### src/hw/snms_pkg.sv
// package of constants for the sensor node message slave
package snms_pkg;
  localparam int          RX_DEPTH      = 8;
  localparam int          WR_DEPTH      = 4;
  localparam int          SAMPLE_DEPTH  = 16;
  localparam logic [6:0]  NODE_ADDR     = 7'h2A;
  localparam logic [3:0]  IDX_LEN       = 4'h1;
  localparam logic [3:0]  IDX_OFFS      = 4'h2;
  localparam logic [3:0]  IDX_DATA      = 4'h3;
  localparam logic [3:0]  FIXED_COUNT   = 4'h3;
  localparam int          BIT_DIR       = 7;
  localparam int          ST_INCOMPLETE = 0;
  localparam int          ST_OVFLW      = 1;
  localparam int          ST_CHKFAIL    = 2;
  localparam int          ST_DIR        = 3;
  localparam logic [7:0]  FILLER        = 8'h00;
  localparam logic [7:0]  BYTE_ZERO     = 8'h00;
  localparam logic [15:0] SUM_ZERO      = 16'h0000;
  localparam logic [3:0]  BITS_PER_BYTE = 4'h8;
  typedef enum logic [2:0] {SNMS_IDLE, SNMS_ADDR, SNMS_ACK, SNMS_RX, SNMS_TX, SNMS_TXACK} snms_state_t;
  typedef enum logic [1:0] {SNMS_PH_STATUS, SNMS_PH_DATA, SNMS_PH_SUM, SNMS_PH_FILL} snms_phase_t;
endpackage : snms_pkg

### src/hw/snms_slave.sv
// message-layer I2C slave of a sensor node
`timescale 1ns/100ps
// Summary of operation
// write address starts message: incomplete set, index reset, address stored, sum seeded.
// write-addressed transaction suspends watchdog servicing.
// receive overflow pins index at last slot and sets overflow flag.
// length byte MSB sets direction flag: request or write.
// request uses only lower seven length bits as count.
// request expects three bytes counted from length byte.
// write expects three plus data length bytes.
// offset plus length past store end sets overflow flag.
// at expected count, nonzero receive sum sets checksum failure.
// valid complete write copies data into write store, else discarded.
// master reads by addressing with direction bit set.
// read match returns status, seeds transmit sum, resets sample index.
// then sample bytes from offset and length, added to sum.
// after samples, 16-bit transmit sum is sent.
// further reads get filler bytes.
// master NACK ends read and clears watchdog hold.
// falling-edge slew limited while slew-limit-off bit is clear.
// software should disable slew limiting above 400kHz.
// master appends checksum making 8-bit message sum zero.
// incomplete flag cleared only after full valid message.
module snms_slave
  import snms_pkg::*;
#(
  parameter logic [6:0] ADDR = NODE_ADDR
)(
  input  wire logic       REF_CLK,
  input  wire logic       RST_B,
  input  wire logic       CLK_EN,
  input  wire logic       SCL_I,
  input  wire logic       SDA_I,
  output logic            SDA_O,
  output logic            SDA_OE,
  input  wire logic       SLEW_LIMIT_OFF,
  output logic            SLEW_LIMIT_EN,
  input  wire logic [7:0] SAMPLE_WDATA,
  input  wire logic [3:0] SAMPLE_WADDR,
  input  wire logic       SAMPLE_WVALID,
  output logic            SAMPLE_WREADY,
  output logic [7:0]      CMD_DATA,
  output logic            CMD_VALID,
  input  wire logic       CMD_READY,
  output logic [7:0]      STATUS,
  output logic            WDT_HOLD
);
  // ***********************************************
  // pin synchronisers
  // ***********************************************
  logic [2:0] scl_q, scl_d, sda_q, sda_d;
  logic       scl_s_q, scl_s_d, sda_s_q, sda_s_d;
  always_comb
  begin
    scl_d   = {scl_q[1:0], SCL_I};
    sda_d   = {sda_q[1:0], SDA_I};
    scl_s_d = (scl_q[1] == scl_q[2]) ? scl_q[2] : scl_s_q;
    sda_s_d = (sda_q[1] == sda_q[2]) ? sda_q[2] : sda_s_q;
  end
  always_ff @(posedge REF_CLK or negedge RST_B)
  begin
    if (!RST_B)
    begin
      scl_q   <= 3'h7;
      sda_q   <= 3'h7;
      scl_s_q <= 1'b1;
      sda_s_q <= 1'b1;
    end
    else if (CLK_EN)
    begin
      scl_q   <= scl_d;
      sda_q   <= sda_d;
      scl_s_q <= scl_s_d;
      sda_s_q <= sda_s_d;
    end
  end
  wire scl_rise = scl_s_d & ~scl_s_q;
  wire scl_fall = ~scl_s_d & scl_s_q;
  wire start_c  = scl_s_q & scl_s_d & sda_s_q & ~sda_s_d;
  wire stop_c   = scl_s_q & scl_s_d & ~sda_s_q & sda_s_d;

  // ***********************************************
  // stores
  // ***********************************************
  logic [7:0] sample_store [SAMPLE_DEPTH];
  logic [7:0] receive_store [RX_DEPTH];
  logic [7:0] write_store [WR_DEPTH];
  // sample store is loaded by node logic; never stalls
  always_ff @(posedge REF_CLK)
  begin
    if (CLK_EN && SAMPLE_WVALID)
      sample_store[SAMPLE_WADDR] <= SAMPLE_WDATA;
  end

  // ***********************************************
  // protocol engine
  // ***********************************************
  snms_state_t st_q, st_d;
  snms_phase_t ph_q, ph_d;
  logic [7:0]  sh_q, sh_d, stat_q, stat_d, len_q, len_d, offs_q, offs_d, rx_running_sum_q, rx_running_sum_d;
  logic [15:0] tx_running_sum_q, tx_running_sum_d;
  logic [3:0]  bit_q, bit_d, receive_index_q, receive_index_d, expected_rx_count_q, expected_rx_count_d;
  logic [3:0]  rx_cnt_q, rx_cnt_d;
  logic [7:0]  sample_read_index_q, sample_read_index_d;
  logic        rd_q, rd_d, wdt_q, wdt_d, sdo_q, sdo_d, sdoe_q, sdoe_d, sum_hi_q, sum_hi_d;
  logic        commit_q, commit_d;
  logic [2:0]  cp_q, cp_d;
  logic        bv_q, bv_d;
  logic [7:0]  bw_q, bw_d;
  logic [7:0]  byte_in, txb;
  logic        ob_full, push, pop;
  logic        rx_we;
  logic [2:0]  rx_widx;

  function automatic logic [7:0] sample_at(input logic [7:0] idx);
    sample_at = sample_store[idx[3:0]];
  endfunction : sample_at

  always_comb
  begin
    byte_in = {sh_q[6:0], sda_s_q};
    txb     = FILLER;
    st_d = st_q; ph_d = ph_q; sh_d = sh_q; stat_d = stat_q; len_d = len_q; offs_d = offs_q;
    rx_running_sum_d = rx_running_sum_q; tx_running_sum_d = tx_running_sum_q; bit_d = bit_q;
    receive_index_d = receive_index_q; expected_rx_count_d = expected_rx_count_q; rx_cnt_d = rx_cnt_q;
    sample_read_index_d = sample_read_index_q; rd_d = rd_q; wdt_d = wdt_q; sdo_d = sdo_q;
    sdoe_d = sdoe_q; sum_hi_d = sum_hi_q; commit_d = 1'b0;
    rx_we   = 1'b0;
    rx_widx = '0;
    unique case (ph_q)
      SNMS_PH_STATUS: txb = stat_q;
      SNMS_PH_DATA:   txb = sample_at(offs_q + sample_read_index_q);
      SNMS_PH_SUM:    txb = sum_hi_q ? tx_running_sum_q[15:8] : tx_running_sum_q[7:0];
      SNMS_PH_FILL:   txb = FILLER;
    endcase
    if (start_c)
    begin
      st_d = SNMS_ADDR; bit_d = '0; sdoe_d = 1'b0;
    end
    else if (stop_c)
    begin
      st_d = SNMS_IDLE; sdoe_d = 1'b0;
    end
    else
    begin
      unique case (st_q)
        SNMS_IDLE: ;
        SNMS_ADDR, SNMS_RX:
          if (scl_rise)
          begin
            sh_d  = byte_in;
            bit_d = bit_q + 4'h1;
          end
          else if (scl_fall && bit_q == BITS_PER_BYTE)
          begin
            bit_d = '0;
            if (st_q == SNMS_ADDR && sh_q[7:1] != ADDR)
              st_d = SNMS_IDLE;
            else if (st_q == SNMS_ADDR && sh_q[0])
            begin
              // status first, transmit sum and sample index restart
              rd_d = 1'b1; ph_d = SNMS_PH_STATUS; tx_running_sum_d = {8'h00, stat_q};
              sample_read_index_d = '0; sum_hi_d = 1'b0;
              sdo_d = 1'b0; sdoe_d = 1'b1; st_d = SNMS_ACK;
            end
            else if (st_q == SNMS_ADDR)
            begin
              // new message
              rd_d = 1'b0; stat_d = '0; stat_d[ST_INCOMPLETE] = 1'b1;
              receive_index_d = '0; rx_cnt_d = '0; rx_running_sum_d = sh_q;
              // address byte kept in slot zero
              rx_we = 1'b1;
              expected_rx_count_d = FIXED_COUNT;
              // watchdog servicing held
              wdt_d = 1'b1;
              sdo_d = 1'b0; sdoe_d = 1'b1; st_d = SNMS_ACK;
            end
            else
            begin
              rx_running_sum_d = rx_running_sum_q + sh_q;
              rx_cnt_d = rx_cnt_q + 4'h1;
              // pin index, flag overflow
              if (receive_index_q == 4'(RX_DEPTH - 1))
                stat_d[ST_OVFLW] = 1'b1;
              else
                receive_index_d = receive_index_q + 4'h1;
              if (receive_index_q != 4'(RX_DEPTH - 1))
              begin
                rx_we   = 1'b1;
                rx_widx = receive_index_d[2:0];
              end
              if (rx_cnt_d == IDX_LEN)
              begin
                // direction from msb
                stat_d[ST_DIR] = sh_q[BIT_DIR];
                // count set up
                len_d = {1'b0, sh_q[6:0]};
                expected_rx_count_d = sh_q[BIT_DIR] ? FIXED_COUNT : FIXED_COUNT + sh_q[3:0];
              end
              if (rx_cnt_d == IDX_OFFS)
              begin
                // bound check
                if ({1'b0, sh_q} + {1'b0, len_q} > (stat_q[ST_DIR] ? 9'(SAMPLE_DEPTH) : 9'(WR_DEPTH)))
                  stat_d[ST_OVFLW] = 1'b1;
                offs_d = sh_q;
              end
              if (rx_cnt_d == expected_rx_count_q)
              begin
                // checksum test
                if (rx_running_sum_d != BYTE_ZERO)
                  stat_d[ST_CHKFAIL] = 1'b1;
                // valid message only
                else if (!stat_d[ST_OVFLW])
                begin
                  stat_d[ST_INCOMPLETE] = 1'b0;
                  commit_d = ~stat_q[ST_DIR];
                end
              end
              sdo_d = 1'b0; sdoe_d = 1'b1; st_d = SNMS_ACK;
            end
          end
        SNMS_ACK:
          if (scl_fall)
          begin
            if (rd_q)
            begin
              st_d = SNMS_TX; sdo_d = txb[7]; sdoe_d = ~txb[7]; sh_d = {txb[6:0], 1'b0}; bit_d = '0;
            end
            else
            begin
              st_d = SNMS_RX; sdoe_d = 1'b0;
            end
          end
        SNMS_TX:
          if (scl_fall)
          begin
            bit_d = bit_q + 4'h1;
            if (bit_q == BITS_PER_BYTE - 4'h1)
            begin
              st_d = SNMS_TXACK; sdoe_d = 1'b0;
            end
            else
            begin
              sdo_d = sh_q[7]; sdoe_d = ~sh_q[7]; sh_d = {sh_q[6:0], 1'b0};
            end
          end
        SNMS_TXACK:
          if (scl_rise)
          begin
            if (sda_s_q)
            begin
              // nack ends transaction
              wdt_d = 1'b0; st_d = SNMS_IDLE;
            end
            else
            begin
              st_d = SNMS_ACK;
              unique case (ph_q)
                SNMS_PH_STATUS, SNMS_PH_DATA:
                begin
                  // next sample added to sum
                  if (ph_q == SNMS_PH_DATA)
                    sample_read_index_d = sample_read_index_q + 8'h01;
                  if (sample_read_index_d < len_q)
                  begin
                    ph_d = SNMS_PH_DATA;
                    tx_running_sum_d = tx_running_sum_q + {8'h00, sample_at(offs_q + sample_read_index_d)};
                  end
                  // then the sum
                  else
                    ph_d = SNMS_PH_SUM;
                end
                SNMS_PH_SUM:
                  if (sum_hi_q)
                    // filler afterwards
                    ph_d = SNMS_PH_FILL;
                  else
                    sum_hi_d = 1'b1;
                SNMS_PH_FILL: ;
              endcase
            end
          end
        default: st_d = SNMS_IDLE;
      endcase
    end
    // copy engine: len_q[2:0] data bytes go out via the two-entry buffer
    cp_d = cp_q; bv_d = bv_q; bw_d = bw_q;
    if (bv_q && ob_full)
      bv_d = 1'b1;
    else if (cp_q != '0)
    begin
      bv_d = 1'b1; bw_d = receive_store[3'(IDX_DATA) + 3'(len_q[2:0]) - cp_q]; cp_d = cp_q - 3'h1;
    end
    else
      bv_d = 1'b0;
    if (commit_q)
      cp_d = 3'(len_q[2:0]);
  end
  // receive store written only at byte ends; read by the copy engine
  always_ff @(posedge REF_CLK)
  begin
    if (CLK_EN && rx_we)
      receive_store[rx_widx] <= sh_q;
  end

  always_ff @(posedge REF_CLK or negedge RST_B)
  begin
    if (!RST_B)
    begin
      st_q <= SNMS_IDLE; ph_q <= SNMS_PH_STATUS; sh_q <= '0; stat_q <= '0; len_q <= '0; offs_q <= '0;
      rx_running_sum_q <= '0; tx_running_sum_q <= SUM_ZERO; bit_q <= '0; receive_index_q <= '0;
      expected_rx_count_q <= FIXED_COUNT; rx_cnt_q <= '0; sample_read_index_q <= '0; rd_q <= 1'b0;
      wdt_q <= 1'b0; sdo_q <= 1'b1; sdoe_q <= 1'b0; sum_hi_q <= 1'b0; commit_q <= 1'b0;
      cp_q <= '0; bv_q <= 1'b0; bw_q <= '0;
    end
    else if (CLK_EN)
    begin
      st_q <= st_d; ph_q <= ph_d; sh_q <= sh_d; stat_q <= stat_d; len_q <= len_d; offs_q <= offs_d;
      rx_running_sum_q <= rx_running_sum_d; tx_running_sum_q <= tx_running_sum_d; bit_q <= bit_d;
      receive_index_q <= receive_index_d; expected_rx_count_q <= expected_rx_count_d; rx_cnt_q <= rx_cnt_d;
      sample_read_index_q <= sample_read_index_d; rd_q <= rd_d; wdt_q <= wdt_d; sdo_q <= sdo_d;
      sdoe_q <= sdoe_d; sum_hi_q <= sum_hi_d; commit_q <= commit_d;
      cp_q <= cp_d; bv_q <= bv_d; bw_q <= bw_d;
    end
  end

  // ***********************************************
  // two-entry write-store output buffer
  // ***********************************************
  logic [7:0] ob_q [2];
  logic [1:0] ob_cnt_q, ob_cnt_d;
  logic       ob_wp_q, ob_wp_d, ob_rp_q, ob_rp_d;
  logic [1:0] wi_q, wi_d;
  assign ob_full = (ob_cnt_q == 2'h2);
  assign push    = bv_q & ~ob_full;
  assign pop     = CMD_VALID & CMD_READY;
  always_comb
  begin
    ob_cnt_d = ob_cnt_q + {1'b0, push} - {1'b0, pop};
    ob_wp_d  = ob_wp_q ^ push;
    ob_rp_d  = ob_rp_q ^ pop;
    wi_d     = wi_q + {1'b0, push};
    if (commit_q)
      wi_d = '0;
  end
  always_ff @(posedge REF_CLK or negedge RST_B)
  begin
    if (!RST_B)
    begin
      ob_cnt_q <= '0; ob_wp_q <= 1'b0; ob_rp_q <= 1'b0; wi_q <= '0; CMD_VALID <= 1'b0; CMD_DATA <= '0;
    end
    else if (CLK_EN)
    begin
      ob_cnt_q  <= ob_cnt_d;
      ob_wp_q   <= ob_wp_d;
      ob_rp_q   <= ob_rp_d;
      wi_q      <= wi_d;
      CMD_VALID <= (ob_cnt_d != '0);
      // head is the arriving byte when it lands in the head slot
      if (push && ob_wp_q == ob_rp_d)
        CMD_DATA <= bw_q;
      else if (ob_cnt_d != '0)
        CMD_DATA <= ob_q[ob_rp_d];
    end
  end
  always_ff @(posedge REF_CLK)
  begin
    if (CLK_EN && push)
    begin
      ob_q[ob_wp_q]     <= bw_q;
      write_store[wi_q] <= bw_q;
    end
  end

  // ***********************************************
  // registered outputs
  // ***********************************************
  always_ff @(posedge REF_CLK or negedge RST_B)
  begin
    if (!RST_B)
    begin
      SDA_O <= 1'b1; SDA_OE <= 1'b0; STATUS <= '0; WDT_HOLD <= 1'b0; SLEW_LIMIT_EN <= 1'b1;
      SAMPLE_WREADY <= 1'b0;
    end
    else if (CLK_EN)
    begin
      SDA_O <= sdo_d; SDA_OE <= sdoe_d; STATUS <= stat_d; WDT_HOLD <= wdt_d;
      // slew limit while bit clear
      SLEW_LIMIT_EN <= ~SLEW_LIMIT_OFF;
      SAMPLE_WREADY <= 1'b1;
    end
  end
endmodule : snms_slave

### config.mk
export PLATFORM = sky130hd
export DESIGN_NAME = snms_slave
export DESIGN_NICKNAME = d
export VERILOG_FILES = /design/src/hw/snms_pkg.sv /design/src/hw/snms_slave.sv
export SDC_FILE = /design/constraint.sdc
export NUM_CORES = 1
export LEC_CHECK = 0
export ABC_AREA = 0
export CORE_ASPECT_RATIO = 0.8
export CORE_MARGIN = 5
export CORE_UTILIZATION = 58
export CTS_BUF_LIST = sky130_fd_sc_hd__clkbuf_16
export CTS_CLUSTER_SIZE = 8
export DETAILED_ROUTE_END_ITERATION = 10
export DONT_BUFFER_PORTS = 1
export GPL_ROUTABILITY_DRIVEN = 0
export HOLD_SLACK_MARGIN = 0.05
export PLACE_DENSITY = 0.76
export SYNTH_ARGS = -nofsm -noshare
export SYNTH_HDL_FRONTEND = slang
export SYNTH_SLANG_ARGS = --single-unit
### constraint.sdc
create_clock -name REF_CLK -period 4.8 [get_ports REF_CLK]
set_clock_uncertainty 0.2 [all_clocks]
set_input_delay 0.24 -clock REF_CLK [delete_from_list [all_inputs] [get_ports REF_CLK]]
set_output_delay 0.24 -clock REF_CLK [all_outputs]
set_load 0.01 [all_outputs]
==> results.json <==
{
  "setup_tns_ps": 0,
  "r2r-start": "ph_q[1]",
  "synth_ff_type": "edfxtp_1",
  "ys_seq_area_share_pct": 54.7,
  "finalPower_mw": 9.66,
  "ff2ff_setup_slack_ps": 240,
  "grt_pass1_wl_um": 63900,
  "avgSynthCellArea_sq_um": 13.4,
  "slew_headroom_pct": 13.4,
  "clk_pin_slew_ps": 60,
  "drive_gt1_share_pct": 19.8,
  "grt_antenna_before_repair": 1,
  "rsz0062_at_grt": "false",
  "synthCells": 1256,
  "worst_pin_slew_ps": 1290,
  "drc_errors": 0,
  "crit_required_ps": 5020,
  "wire_per_inst_um": 23.6,
  "synthArstFlopShare_pct": 36.0,
  "post-route-period-util_pct": 94.9,
  "viasPerCell": 6.56,
  "clock_latency_ps": 560,
  "syn2layout_area_growth_pct": 13.4,
  "start_kind": "flip-flop",
  "cp-end-kind": "flip-flop",
  "crit_type": "reg2reg",
  "worstPathArrival_ps": 4780,
  "maxSlewViolCount": 0,
  "cp-endpoint": "tx_running_sum_q[15]",
  "fp-row-count": 55,
  "synth_cell_types": 91,
  "synth_seq_cells": 325,
  "synth_edf_count": 208,
  "initial_utilization_pct": 59.1,
  "cp_max_fo": 22,
  "reg2reg_depth": 14,
  "core_sq_um": 28400,
  "finalSetupViolCount": 0,
  "dieArea_sq_um": 32500,
  "grt_max_degree": 118,
  "detail-route-antenna-nets": 0,
  "vias": 11262,
  "multi_input_area_sq_um": 7290,
  "io_buffers": 0,
  "die_x_um": 200,
  "numCtsBuffers": 46,
  "cts_tree": "built",
  "drt_wl_total_um": 40500,
  "grt_usage_pct": 24.9,
  "hold_path.class": "in2async",
  "clockBufferDepth": 3,
  "finalHoldViolCount": 0,
  "synthesis.area_sq_um": 16800,
  "final_nets": 1386,
  "cts-root-buf": "clkbuf_16",
  "drt_iter0_drc": 1220,
  "h-tree-depth": 2,
  "fill_cells": 1954,
  "pin_count": 42,
  "drv_cap": 0,
  "synth_warnings": 0,
  "status": "complete, no violations",
  "clock_sinks": 325,
  "startpoint": "ph_q[1]",
  "period_minus_slack_ps": 4560,
  "ir_drop_v": 0.000303,
  "grt_overflow": 0,
  "timing.fmax_mhz": 220,
  "drt_pre_antenna_iters": 5,
  "power_density_nw_per_um2": 507,
  "die_h_um": 162,
  "grt_pass1_vias": 11238,
  "r2r_end": "tx_running_sum_q[15]",
  "leakage_nw": 7.34,
  "dp_hpwl_um": 26900,
  "seq_area_sq_um": 9190
}
## worst max-delay path, stage by stage (launching register included)
cell and delay (ps):
dfrtp_1 400, nand2b_1 190, xnor2_1 160, ha_2 200
fa_2 640, buf_12 210, mux4_2 330, mux4_2 530
ha_1 350, nand3_1 120, o221ai_2 210, a21o_1 190
nor4b_4 220, a21oi_1 100, or3_1 370
## flip-flops by register name, indices dropped and copies added, names as in the netlist, 7 cells and up
signal and flops:
sh_q 8, CMD_DATA 8, tx_running_sum_q 16, bw_q 8, ob_q 16, len_q 7, sample_store 128, rx_running_sum_q 8
sample_read_index_q 8, receive_store 64
## cells in the final DEF, fill, tap and decap left out, drive strengths merged, types with 7 or more instances in the layout
| cell type | Yosys | layout |
|---|---|---|
| mux4 | 88 | 88 |
| a21o | 10 | 10 |
| and2 | 7 | 7 |
| inv | 45 | 79 |
| nor2 | 86 | 86 |
| o211ai | 11 | 11 |
| a211oi | 12 | 12 |
| o21ai | 80 | 80 |
| nor3 | 19 | 19 |
| buf | 29 | 37 |
| dfrtp | 105 | 105 |
| nor3b | 7 | 7 |
| o31ai | 8 | 8 |
| nor4 | 7 | 7 |
| a31oi | 8 | 8 |
| nand2b | 14 | 14 |
| xor2 | 15 | 15 |
| nand2 | 92 | 92 |
| dlygate4sd3 | 0 | 23 |
| xnor2 | 32 | 32 |
| ha | 52 | 52 |
| edfxtp | 208 | 208 |
| mux2 | 33 | 33 |
| nand3 | 30 | 30 |
| nand4 | 9 | 9 |
| nand3b | 9 | 9 |
| dfstp | 12 | 12 |
| nor2b | 11 | 11 |
| mux2i | 43 | 43 |
| clkbuf | 29 | 47 |
| a21oi | 53 | 53 |
## Yosys cell counts, types with 18 or more instances
cell type	count	area share, %
mux2_2	32	2.1
nor2_1	84	1.9
edfxtp_1	208	37
xnor2_1	31	1.6
ha_1	52	3.9
a21oi_1	51	1.5
nand2_1	92	2.1
mux4_2	88	12
inv_1	44	0.98
mux2i_1	43	2.6
clkbuf_1	29	0.65
dfrtp_1	105	16
buf_2	18	0.54
o21ai_0	76	2.3
nand3_1	29	0.86
## area by class of cell
| class | instances | area share, % |
|---|---|---|
| antenna | 1 | 0.0131 |
| clock buffer | 47 | 6.18 |
| clock inverter | 37 | 1.01 |
| inverter | 45 | 0.887 |
| multi-input combinational | 831 | 38.3 |
| sequential | 325 | 48.3 |
| tap | 370 | 2.43 |
| timing repair buffer | 60 | 2.97 |
## kinds of logic after synthesis
family          Yosys count  share of synthesized area [%]
mux                     164                           16.6
compound gates          237                           9.20
xor+xnor                 47                           2.50
buf+inv                 103                           2.64
simple gates            322                           9.90
flops                   325                           54.7
fa+ha+maj                57                           4.47
other cells               1                         0.0223
## how the worst min path moves through the flow
stage | startpoint | end | slack (ps)
3_5_place_dp | RST_B | CMD_DATA[6] | -250
5_1_grt | SAMPLE_WADDR[3] | sample_store[4][2] | 110
2_1_floorplan | RST_B | CMD_DATA[0] | -260
4_1_cts | SAMPLE_WADDR[3] | sample_store[4][2] | 70
3_3_place_gp | RST_B | CMD_DATA[6] | -250
6_report | RST_B | CMD_DATA[3] | 50
## power breakdown
| group | internal (mW) | total [mW] | switching [mW] |
|---|---|---|---|
| Sequential | 3.22 | 3.56 | 0.342 |
| Clock | 1.76 | 2.97 | 1.21 |
| Combinational | 1.44 | 3.13 | 1.68 |
| Total | 6.42 | 9.66 | 3.23 |
## per-layer routing
metal,global-route usage (%),wire length (um)
met1,36.4,17000
met2,38.0,18300
met3,6.13,4180
met4,6.88,1020
met5,0,0
## repair_timing
action / CTS / global route
hold buffers: 25 / 0
gates resized for setup: 1 / 12
hold endpoints to repair: 368 / 0
pin swaps: 0 / 2
setup endpoints to repair: 1 / 5
buffers inserted: 0 / 0
## per-stage QoR
step                cell area [sq um]  setup WS (ps)  hold WS, ps  instances  utilization, %
floorplan                       16800           97.2         -256       1259               -
global placement                17300            189         -252       1606            61.0
detailed placement              17300           8.96         -252       1606            61.0
CTS                             19000           62.1         70.6       1715            66.8
global route                    19000         0.0644          110       1716            67.0
finish                          19000            245         51.6       1716            67.0
Power figures use the tool's default switching activity.
